==> src/logic/sif_consts.vh <==
// constants of the sensor i2c fetch block
`ifndef SIF_CONSTS_VH
`define SIF_CONSTS_VH

// ----------------------------------------------------------------
// bus address
// ----------------------------------------------------------------
`define SIF_ADDR_RESET   7'h28

// ----------------------------------------------------------------
// status codes, top two bits of the first byte
// ----------------------------------------------------------------
`define SIF_ST_VALID     2'h0
`define SIF_ST_CMD       2'h1
`define SIF_ST_STALE     2'h2
`define SIF_ST_FAULT     2'h3

// ----------------------------------------------------------------
// pressure scale, counts at rated minimum and maximum
// ----------------------------------------------------------------
`define SIF_P_MIN_COUNTS 14'h0666
`define SIF_P_MAX_COUNTS 14'h3999

// ----------------------------------------------------------------
// widths, depths, counts and reset values
// ----------------------------------------------------------------
`define SIF_P_W          14
`define SIF_T_W          11
`define SIF_WORD_W       26
`define SIF_PKT_W        27
`define SIF_FIFO_DEPTH   4
`define SIF_FIFO_AW      2
`define SIF_BITS_ADDR    4'h8
`define SIF_BIT_LAST     4'h7
`define SIF_BYTE_LAST    2'h3
`define SIF_TEMP_RESET   11'h000
`define SIF_SYNC_RESET   3'h7

`endif

==> src/logic/sif_i2c_fetch.v <==
// i2c target read path of a pressure/temperature sensor, with measurement fifo
//
// Function
// - Acknowledge only the configured 7-bit address, 28 hex by default.
// - Read starts with address plus direction bit 1; device answers with ACK.
// - Bytes go out in order while the controller acknowledges; NACK and stop end. Here the fourth byte ends the read even if acknowledged.
// - Byte one: two status bits then pressure 13:8; byte two: pressure 7:0.
// - Acknowledged second byte is followed by temperature bits 10:3.
// - Acknowledged third byte is followed by temperature 2:0 on top, rest masked.
// - Temperature is 11 bits; four bytes give all, three give upper eight.
// - Pressure counts run typically from 1638 at minimum to 14745 at maximum.
// - Start then stop without clock pulses spoils the next transaction.
// - Status 00 fresh, 01 command mode, 10 stale, 11 diagnostic fault.
// - A fault shows in the next fetch and stays until power-on reset.
// - Repeated start during a transfer makes that transaction fail.
`timescale 1ns/100ps
`default_nettype none
`include "sif_consts.vh"

// ----------------------------------------------------------------
// measurement fifo
// ----------------------------------------------------------------
module sif_fifo #(
	parameter W  = `SIF_WORD_W,
	parameter D  = `SIF_FIFO_DEPTH,
	parameter AW = `SIF_FIFO_AW
) (
	// clock and reset
	input  wire         mclk,
	input  wire         rst,
	// filling side
	input  wire         in_valid,
	output wire         in_ready,
	input  wire [W-1:0] in_data,
	// draining side
	output wire         out_valid,
	input  wire         out_ready,
	output wire [W-1:0] out_data
);
	localparam [AW:0] DEPTH_N = D[AW:0];

	reg  [W-1:0] mem_r [0:D-1];
	reg  [AW-1:0] wp_r;
	reg  [AW-1:0] rp_r;
	reg  [AW:0]   cnt_r;
	wire          push;
	wire          pop;

	assign in_ready  = (cnt_r != DEPTH_N);
	assign out_valid = (cnt_r != {(AW+1){1'b0}});
	assign out_data  = mem_r[rp_r];
	assign push      = in_valid & in_ready;
	assign pop       = out_valid & out_ready;

	// storage has no reset; only words below the count are ever read
	always @(posedge mclk) begin
		if (push) begin
			mem_r[wp_r] <= in_data;
		end
	end

	always @(posedge mclk or posedge rst) begin
		if (rst) begin
			wp_r  <= {AW{1'b0}};
			rp_r  <= {AW{1'b0}};
			cnt_r <= {(AW+1){1'b0}};
		end else begin
			if (push) begin
				wp_r <= (wp_r == DEPTH_N[AW-1:0] - 1'b1) ? {AW{1'b0}} : wp_r + 1'b1;
			end
			if (pop) begin
				rp_r <= (rp_r == DEPTH_N[AW-1:0] - 1'b1) ? {AW{1'b0}} : rp_r + 1'b1;
			end
			if (push & ~pop) begin
				cnt_r <= cnt_r + 1'b1;
			end else if (pop & ~push) begin
				cnt_r <= cnt_r - 1'b1;
			end
		end
	end
endmodule

// ----------------------------------------------------------------
// i2c target, read-only measurement fetch
// ----------------------------------------------------------------
module sif_i2c_fetch #(
	parameter [6:0] TARGET_ADDR = `SIF_ADDR_RESET
) (
	// clock and reset
	input  wire                  mclk,
	input  wire                  rst,
	// i2c pins, open drain
	input  wire                  scl_in,
	input  wire                  sda_in,
	output wire                  sda_out,
	output wire                  sda_oe,
	// measurement stream from the conditioning logic
	input  wire                  meas_valid,
	output wire                  meas_ready,
	input  wire [`SIF_P_W-1:0]   meas_pressure,
	input  wire [`SIF_T_W-1:0]   meas_temp,
	input  wire                  meas_fault,
	// mode level
	input  wire                  cmd_mode
);
	localparam [2:0] ST_IDLE   = 3'h0;
	localparam [2:0] ST_ADDR   = 3'h1;
	localparam [2:0] ST_AACK   = 3'h2;
	localparam [2:0] ST_TX     = 3'h3;
	localparam [2:0] ST_TXACK  = 3'h4;
	localparam [2:0] ST_IGNORE = 3'h5;

	// ----------------------------------------------------------------
	// packet byte select
	// ----------------------------------------------------------------
	function [7:0] pkt_byte;
		input [`SIF_PKT_W-1:0] pkt;
		input [1:0]            idx;
		begin
			case (idx)
				2'h0:    pkt_byte = pkt[26:19];
				2'h1:    pkt_byte = pkt[18:11];
				2'h2:    pkt_byte = pkt[10:3];
				default: pkt_byte = {pkt[2:0], 5'h00};
			endcase
		end
	endfunction

	// ----------------------------------------------------------------
	// pin synchronisers
	// ----------------------------------------------------------------
	reg  [2:0] scl_s_r;
	reg  [2:0] sda_s_r;
	reg        scl_q_r;
	reg        scl_d_r;
	reg        sda_q_r;
	reg        sda_d_r;

	// a level counts only once stages two and three agree
	always @(posedge mclk or posedge rst) begin
		if (rst) begin
			scl_s_r <= `SIF_SYNC_RESET;
			sda_s_r <= `SIF_SYNC_RESET;
			scl_q_r <= 1'b1;
			scl_d_r <= 1'b1;
			sda_q_r <= 1'b1;
			sda_d_r <= 1'b1;
		end else begin
			scl_s_r <= {scl_s_r[1:0], scl_in};
			sda_s_r <= {sda_s_r[1:0], sda_in};
			if (scl_s_r[1] == scl_s_r[2]) begin
				scl_q_r <= scl_s_r[2];
			end
			if (sda_s_r[1] == sda_s_r[2]) begin
				sda_q_r <= sda_s_r[2];
			end
			scl_d_r <= scl_q_r;
			sda_d_r <= sda_q_r;
		end
	end

	wire scl_rise = scl_q_r & ~scl_d_r;
	wire scl_fall = ~scl_q_r & scl_d_r;
	wire bus_start = scl_q_r & scl_d_r & sda_d_r & ~sda_q_r;
	wire bus_stop  = scl_q_r & scl_d_r & ~sda_d_r & sda_q_r;

	// ----------------------------------------------------------------
	// measurement intake
	// ----------------------------------------------------------------
	reg  [2:0]             state_r;
	wire                   fifo_valid;
	wire [`SIF_WORD_W-1:0] fifo_data;
	// drain only while idle so the held measurement never changes mid packet
	wire                   fifo_take = (state_r == ST_IDLE);

	sif_fifo #(
		.W  (`SIF_WORD_W),
		.D  (`SIF_FIFO_DEPTH),
		.AW (`SIF_FIFO_AW)
	) sif_fifo_inst (
		.mclk      (mclk),
		.rst       (rst),
		.in_valid  (meas_valid),
		.in_ready  (meas_ready),
		.in_data   ({meas_fault, meas_pressure, meas_temp}),
		.out_valid (fifo_valid),
		.out_ready (fifo_take),
		.out_data  (fifo_data)
	);

	reg  [`SIF_P_W-1:0]   press_r;
	reg  [`SIF_T_W-1:0]   temp_r;
	reg                   fresh_r;
	reg                   fault_r;
	reg  [`SIF_PKT_W-1:0] pkt_r;
	wire [1:0]            status_nxt;

	assign status_nxt = fault_r  ? `SIF_ST_FAULT :
	                    cmd_mode ? `SIF_ST_CMD   :
	                    fresh_r  ? `SIF_ST_VALID :
	                               `SIF_ST_STALE;

	// ----------------------------------------------------------------
	// protocol engine
	// ----------------------------------------------------------------
	reg  [3:0] bitcnt_r;
	reg  [7:0] shift_r;
	reg  [1:0] byte_idx_r;
	reg        acked_r;
	reg        saw_clk_r;
	reg        poison_r;
	reg        oe_r;
	wire [1:0] byte_idx_nxt = byte_idx_r + 2'h1;
	wire [7:0] byte_nxt     = pkt_byte(pkt_r, byte_idx_nxt);
	wire [7:0] byte_first   = pkt_byte(pkt_r, 2'h0);
	wire       busy = (state_r == ST_ADDR) | (state_r == ST_AACK) |
	                  (state_r == ST_TX) | (state_r == ST_TXACK);
	wire       load = fifo_valid & fifo_take;
	wire       addr_ok = (bitcnt_r == `SIF_BITS_ADDR) &&
	                     (shift_r[7:1] == TARGET_ADDR) && shift_r[0];

	assign sda_out = 1'b0;
	assign sda_oe  = oe_r;

	always @(posedge mclk or posedge rst) begin
		if (rst) begin
			state_r    <= ST_IDLE;
			bitcnt_r   <= 4'h0;
			shift_r    <= 8'h00;
			byte_idx_r <= 2'h0;
			acked_r    <= 1'b0;
			saw_clk_r  <= 1'b0;
			poison_r   <= 1'b0;
			oe_r       <= 1'b0;
			press_r    <= `SIF_P_MIN_COUNTS;
			temp_r     <= `SIF_TEMP_RESET;
			fresh_r    <= 1'b0;
			fault_r    <= 1'b0;
			pkt_r      <= {`SIF_PKT_W{1'b0}};
		end else begin
			// pressure counts arrive already scaled to the rated span
			if (load) begin
				press_r <= fifo_data[24:11];
				temp_r  <= fifo_data[10:0];
				fresh_r <= 1'b1;
				if (fifo_data[25]) begin
					fault_r <= 1'b1;
				end
			end
			if (scl_rise) begin
				saw_clk_r <= 1'b1;
			end
			if (bus_start) begin
				saw_clk_r <= 1'b0;
				bitcnt_r  <= 4'h0;
				oe_r      <= 1'b0;
				if (busy) begin
					state_r <= ST_IGNORE;
				end else if (poison_r) begin
					state_r  <= ST_IGNORE;
					poison_r <= 1'b0;
				end else begin
					state_r <= ST_ADDR;
				end
			end else if (bus_stop) begin
				state_r <= ST_IDLE;
				oe_r    <= 1'b0;
				if (!saw_clk_r && state_r != ST_IDLE) begin
					poison_r <= 1'b1;
				end
			end else begin
				case (state_r)
					ST_ADDR: begin
						if (scl_rise) begin
							shift_r  <= {shift_r[6:0], sda_q_r};
							bitcnt_r <= bitcnt_r + 4'h1;
						end else if (scl_fall && bitcnt_r == `SIF_BITS_ADDR) begin
							if (addr_ok) begin
								state_r <= ST_AACK;
								oe_r    <= 1'b1;
								pkt_r   <= {status_nxt, press_r, temp_r};
								fresh_r <= load;
							end else begin
								state_r <= ST_IGNORE;
							end
						end
					end
					ST_AACK: begin
						if (scl_fall) begin
							state_r    <= ST_TX;
							shift_r    <= byte_first;
							oe_r       <= ~byte_first[7];
							byte_idx_r <= 2'h0;
							bitcnt_r   <= 4'h0;
						end
					end
					ST_TX: begin
						if (scl_fall) begin
							if (bitcnt_r == `SIF_BIT_LAST) begin
								state_r <= ST_TXACK;
								oe_r    <= 1'b0;
							end else begin
								shift_r  <= {shift_r[6:0], 1'b0};
								oe_r     <= ~shift_r[6];
								bitcnt_r <= bitcnt_r + 4'h1;
							end
						end
					end
					ST_TXACK: begin
						if (scl_rise) begin
							acked_r <= ~sda_q_r;
						end else if (scl_fall) begin
							if (acked_r && byte_idx_r != `SIF_BYTE_LAST) begin
								state_r    <= ST_TX;
								byte_idx_r <= byte_idx_nxt;
								shift_r    <= byte_nxt;
								oe_r       <= ~byte_nxt[7];
								bitcnt_r   <= 4'h0;
							end else begin
								state_r <= ST_IGNORE;
							end
						end
					end
					ST_IGNORE: begin
						oe_r <= 1'b0;
					end
					default: begin
						oe_r <= 1'b0;
					end
				endcase
			end
		end
	end
endmodule
`default_nettype wire

==> config.mk <==
export PLATFORM = sky130hd
export DESIGN_NAME = sif_i2c_fetch
export DESIGN_NICKNAME = d
export VERILOG_FILES = /design/src/logic/sif_i2c_fetch.v
export VERILOG_INCLUDE_DIRS = /design/src /design/src/logic
export SDC_FILE = /design/constraint.sdc
export NUM_CORES = 1
export LEC_CHECK = 0
export CORE_UTILIZATION = 68
export DETAILED_ROUTE_END_ITERATION = 8
export DONT_BUFFER_PORTS = 1
export GPL_TIMING_DRIVEN = 0
export PLACE_DENSITY = 0.87
export SLEW_MARGIN = 15
export SYNTH_ARGS = -nofsm -noshare
export SYNTH_HDL_FRONTEND = slang
export SYNTH_HIERARCHICAL = 1
export SYNTH_SLANG_ARGS = --single-unit
==> constraint.sdc <==
create_clock -name mclk -period 6.2 [get_ports mclk]
set_clock_uncertainty 0.2 [all_clocks]
set_input_delay 0.31 -clock mclk [delete_from_list [all_inputs] [get_ports mclk]]
set_output_delay 0.31 -clock mclk [all_outputs]
set_load 0.1 [all_outputs]
### Word-level counts from Yosys, hierarchy flattened

Memories as Yosys holds them, arrays and structs flattened.
Cells that the tools add are included.

* bits in registers: 92
* memories kept: 1
* output and inout bits: 3
* word-level logic and storage cells: 194
* input port bits: 32
* RAM bits: 104

* bitwise gates (word level): 26
* mux-type cells: 72
* eq/ne operators: 40
* reductions and logical operators: 27
* $add $sub $neg: 6

Memories
* sif_fifo_inst.mem_r: depth 4, width 26, read ports 1, clocked after Yosys merged registers in 0, wr ports 1, line sif_i2c_fetch.v:42 `reg [W-1:0] mem_r [0:D-1];`

Operator list (count)
* $mux 8: 7
* $mux 3: 15
* $mux 4: 9
* $pmux 8 s4: 1
* $mux 1: 26
* $ne 4x4->1 const B: 6
* $pmux 8 s3: 1
* $ne 3x3->1 const B: 7
* $mux 2: 9
* $ne 2x2->1 const B: 9
* $pmux 4 s4: 1
* $reduce_and 8->1: 2
* $ne 4x3->1 const B: 3
* $not 1->1: 12
* $pmux 3 s4: 1
* $and 1x1->1: 11
* $reduce_and 10->1: 1
* $reduce_bool 2->1: 5
* $reduce_and 9->1: 1
* $eq 7x6->1 const B: 1
* $reduce_and 7->1: 1
* $add 2x1->2 const B: 3
* $eq 2x2->1 const B: 3
* $eq 3x2->1 const B: 2
* other kinds (26): 34

### Depth between registers and ports, before layout

* depth in word-level cells: 10
* depth in mapped cells: 9
* mapped depth without buffers: 8

### Cells and area by module

Netlist, hierarchy kept.

Modules (own cells, without submodules)
* sif_fifo: sequential area each 3298.2 µm², area each 4245.3 µm², cells an instance 174, instances 1
* sif_i2c_fetch: sequential area each 2147.1 µm², area each 3880.0 µm², cells an instance 362, instances 1

### Worst setup path before layout

Ideal clock, no wire load.

* kind: register to register
* from: register sif_fifo_inst.cnt_r[0]
* to: register sif_fifo_inst.cnt_r[2]
* data arrival time: 1.920 ns
* slack: 4.001 ns
* setup time: 0.079 ns
* period minus slack after synthesis: 2.199 ns
* stages on the path, launching flop included: 9
* required time: 5.921 ns
* buffers on the path: 0
* cells stage by stage: dfrtp_1 > or3_4 > nand2_2 > ha_1 > inv_1 > fa_1 > xor2_1 > nor2_1 > xor2_1

* word-level cells in the longest chain between the ends: 5
* elaborated cells between the ends (all ways): 13
* those cells by class: add/sub: 2; eq/ne: 1; mux: 2; bitwise: 6; reduce/logical: 2

Ends and longest elaborated chain
* start: declaration: line sif_i2c_fetch.v:45 `reg [AW:0] cnt_r;`
* start signal: assignment: line sif_i2c_fetch.v:66 `cnt_r <= {(AW+1){1'b0}};`
* start signal: assignment: line sif_i2c_fetch.v:75 `cnt_r <= cnt_r + 1'b1;`
* start signal: assignment: line sif_i2c_fetch.v:77 `cnt_r <= cnt_r - 1'b1;`
* $reduce_bool 3->1 *: line sif_i2c_fetch.v:50 `assign out_valid = (cnt_r != {(AW+1){1'b0}});`
* via fifo_valid: line sif_i2c_fetch.v:171 `wire fifo_valid;`
* $and 1x1->1 *: line sif_i2c_fetch.v:53 `assign pop = out_valid & out_ready;`
* $not 1->1: line sif_i2c_fetch.v:74 `if (push & ~pop) begin`
* $and 1x1->1: line sif_i2c_fetch.v:74
* $mux 3 / $reduce_bool 2->1 (equally long branches)

Mark *: on every way through the listed nets, which the timed path passes. The rest lies on a longest branch. The select of a mux whose other input is x is not followed.
A chain may end at the register's enable or synchronous reset.

### Worst setup path after layout

* from: register shift_r[2]
* to: register pkt_r[22]

* word-level cells in the longest chain between the ends: 4

Ends and longest elaborated chain
* start: declaration: line sif_i2c_fetch.v:207 `reg [7:0] shift_r;`
* start signal: assignment: line sif_i2c_fetch.v:275 `shift_r <= {shift_r[6:0], sda_q_r};`
* start signal: assignment: line sif_i2c_fetch.v:291 `shift_r <= byte_first;`
* start signal: assignment: line sif_i2c_fetch.v:303 `shift_r <= {shift_r[6:0], 1'b0};`
* $eq 7x6->1: line sif_i2c_fetch.v:220 `(shift_r[7:1] == TARGET_ADDR) && shift_r[0];`
* $logic_and 1x1->1 (2 in a row): line sif_i2c_fetch.v:219 `` wire addr_ok = (bitcnt_r == `SIF_BITS_ADDR) && ``
* $reduce_and 6->1 (no source line)
* end signal: assignment: line sif_i2c_fetch.v:239 `` pkt_r <= {`SIF_PKT_W{1'b0}}; ``
* end signal: assignment: line sif_i2c_fetch.v:281 `pkt_r <= {status_nxt, press_r, temp_r};`
* end: declaration: line sif_i2c_fetch.v:195 `` reg [`SIF_PKT_W-1:0] pkt_r; ``

No other way between the ends.

==> impl_metrics.ini <==
[yosys]
synth_top_family_by_area = multiplexers
async_flop_share = 0.4694
synthCells = 536
synth-compound-area-share = 0.05467
syn-cell-area_um2 = 8125
synth-seq-cells = 196
synth-edff-count = 104
synthSimpleGateAreaFrac = 0.09809
synth_nets = 582
synthFlopType = edfxtp_1
synth_fa_ha_area_frac = 0.02495
synthXorXnorAreaFrac = 0.005390
ys_seq_area_frac = 0.6702
synth_warnings = 6
synth_area_per_cell_um2 = 15.16
ys_types = 61
synth_mux_area_frac = 0.1212

[global_routing]
grt_usage = 0.3208
overflow = 0
grt_pass1_wl_um = 28590
grt_pass1_vias = 5265
antenna_found_initial = 0
grt_max_degree = 46

[route]
routed_via_density = 6.768
dr.first_iter.drc_count = 601
firstDrtPassIters = 6
wire_per_inst_um = 24.93
detail-route-antenna-nets = 0
vias = 5022
drc = 0
drt_wl_total_um = 18500

[setup_path]
arrival_ns = 2.84
worst-r2r-cell-count = 6
crit_path_end_kind = register
crit_type = register to register
crit_fanout = 10
worstPathRequired_ns = 6.38
worst_setup_path_start_kind = register

[power_and_ir_drop]
swShare = 0.3178
p_int_uw = 2821
combPwrFrac = 0.267
powerDensity_nw_per_um2 = 447.6
clkPwrFrac = 0.273
ir_drop_mv = 0.5065
p_leak_uw = 0.003611
p_seq_frac = 0.460
p_switching_uw = 1314

[timing]
worst_pin_slew_ns = 0.8925
tns_ns = 0
setup_violations = 0
setup_ws_ns = 3.539
max_clock_freq_ghz = 0.3757
relSlewSlack = 0.4036
timing.final.hold_violations = 0
period_needed_ns = 2.662
maxSlewViolCount = 0
finalCritPeriodShare = 0.4293
rsz0062_at_grt = false

[cts]
cts_tree = yes
clk_pin_slew_ns = 0.07
htreeDepth = 4
cts_setup_buffers = 0
cts-root-buf = clkbuf_16
cts_buffer_depth = 2
numCtsBuffers = 17
clk-insertion-delay-late_ns = 0.45
cts.sinks = 196

[cells_and_area]
most-common-layout-cells = edfxtp_1 (104), nand2_1 (93), dfrtp_1 (76)
mostFrequentLayoutCell = edfxtp_1
diodes = 0
layout-drive-gt1-share = 0.2237
nets = 632
area_growth_pct = 13.69

[floorplanning]
die_y_um = 111.3
rows = 39
die-area_um2 = 12390
initial_core_util = 0.7056
dieWidth_um = 111.3
ios = 35
core-area_um2 = 11520

[placement]
place_congestion = 0.9169
dp_hpwl_um = 9861
place_ws_ns = 3.668
io_buffers = 0

[outcome]
status = finished clean

[job]
drv_cap = 0

[min_path]
hold_class = input port to register
hold_path_depth = 2
cell families (layout without fill, tap and decap cells):
kind of cell / count (synthesis) / count (layout)
multiplexers: 59 / 59
other: 1 / 1
AO/OA/AOI/OAI: 59 / 59
XOR/XNOR: 5 / 5
buffers and inverters: 37 / 100
adder cells (fa/ha/maj): 16 / 16
AND/OR/NAND/NOR: 163 / 163
flip-flops: 196 / 196
final cells by class:
cell class | instances | area (um2)
fillers | 552 | 2278
flip-flops and latches | 196 | 5445
repair buffers | 31 | 320.3
multi-input cells | 303 | 2481
clock buffers | 21 | 473.0
well taps | 143 | 178.9
inverters | 12 | 47.55
plain buffers | 25 | 158.9
clock inverters | 11 | 132.6
repair_timing:
item / CTS / global route
gates resized for setup: 0 / 0
endpoints found under the hold margin: 172 / 0
hold buffers: 30 / 0
critical path: stages, from the launching register on:
cell,delay (ns)
dfrtp_1,0.42
nor4b_1,0.55
nand3_1,0.25
nor2_1,0.59
buf_2,0.38
nand2_1,0.11
nand2_1,0.10
state kept, by name (all words and copies together) (netlist names), 2 cells and up:
signal / flops
bitcnt_r: 4
pkt_r: 27
state_r: 3
press_r: 14
sif_fifo_inst/wp_r: 2
sda_s_r: 3
scl_s_r: 3
byte_idx_r: 2
shift_r: 8
sif_fifo_inst/cnt_r: 3
temp_r: 11
sif_fifo_inst/mem_r: 104
sif_fifo_inst/rp_r: 2
layer usage:
| metal | up-vias | global-route usage | wire (um) |
|---|---|---|---|
| li1 | 2091 | - | - |
| met4 | 0 | 0.1766 | 870 |
| met5 | - | 0 | 0 |
| met1 | 2536 | 0.3789 | 6736 |
| met3 | 96 | 0.09021 | 1431 |
| met2 | 299 | 0.5371 | 9457 |
Yosys cell counts, drive strengths merged (6+ instances only):
| cell type | n | share of area |
|---|---|---|
| nor3 | 6 | 0.0037 |
| ha | 13 | 0.020 |
| nand3 | 10 | 0.0062 |
| o21ai | 17 | 0.010 |
| dfstp | 16 | 0.052 |
| mux2 | 31 | 0.043 |
| inv | 12 | 0.0055 |
| nor2 | 19 | 0.0091 |
| edfxtp | 104 | 0.38 |
| buf | 19 | 0.017 |
| mux4 | 26 | 0.076 |
| clkbuf | 6 | 0.0028 |
| nand2 | 94 | 0.044 |
| a222oi | 6 | 0.0074 |
| dfrtp | 76 | 0.23 |
power by group through the flow:
stage	clock, uW	sequential (uW)	combinational [uW]
after floorplan	0	1840	820
after global placement	0	1870	980
after detailed placement	0	1900	1030
after CTS	1120	1890	1070
after global routing	1180	1920	1170
final	1130	1900	1100
metrics by stage:
step	power (uW)	hold slack, ns	cell area [um2]	util	std cells
floorplan	2659	-0.08660	8125	-	536
global placement	2855	-0.04957	8304	0.7211	679
detailed placement	2926	-0.03432	8332	0.7235	680
CTS	4075	0.1127	9238	0.8022	742
global route	4272	0.1142	9238	0.8022	742
finish	4134	0.1175	9238	0.8022	742
worst paths after layout:
| path | startpoint | to | slack [ns] |
|---|---|---|---|
| max in group asynchronous | rst | scl_s_r[1] | 4.88 |
| hold / removal | meas_valid | sif_fifo_inst/wp_r[0] | 0.12 |
| setup reg to reg | shift_r[2] | pkt_r[22] | 3.54 |
| min in group asynchronous | rst | sif_fifo_inst/rp_r[1] | 0.14 |
| hold reg to reg | sda_s_r[0] | sda_s_r[1] | 0.16 |
| setup / recovery | shift_r[2] | pkt_r[22] | 3.54 |
Power figures use the tool's default switching activity.
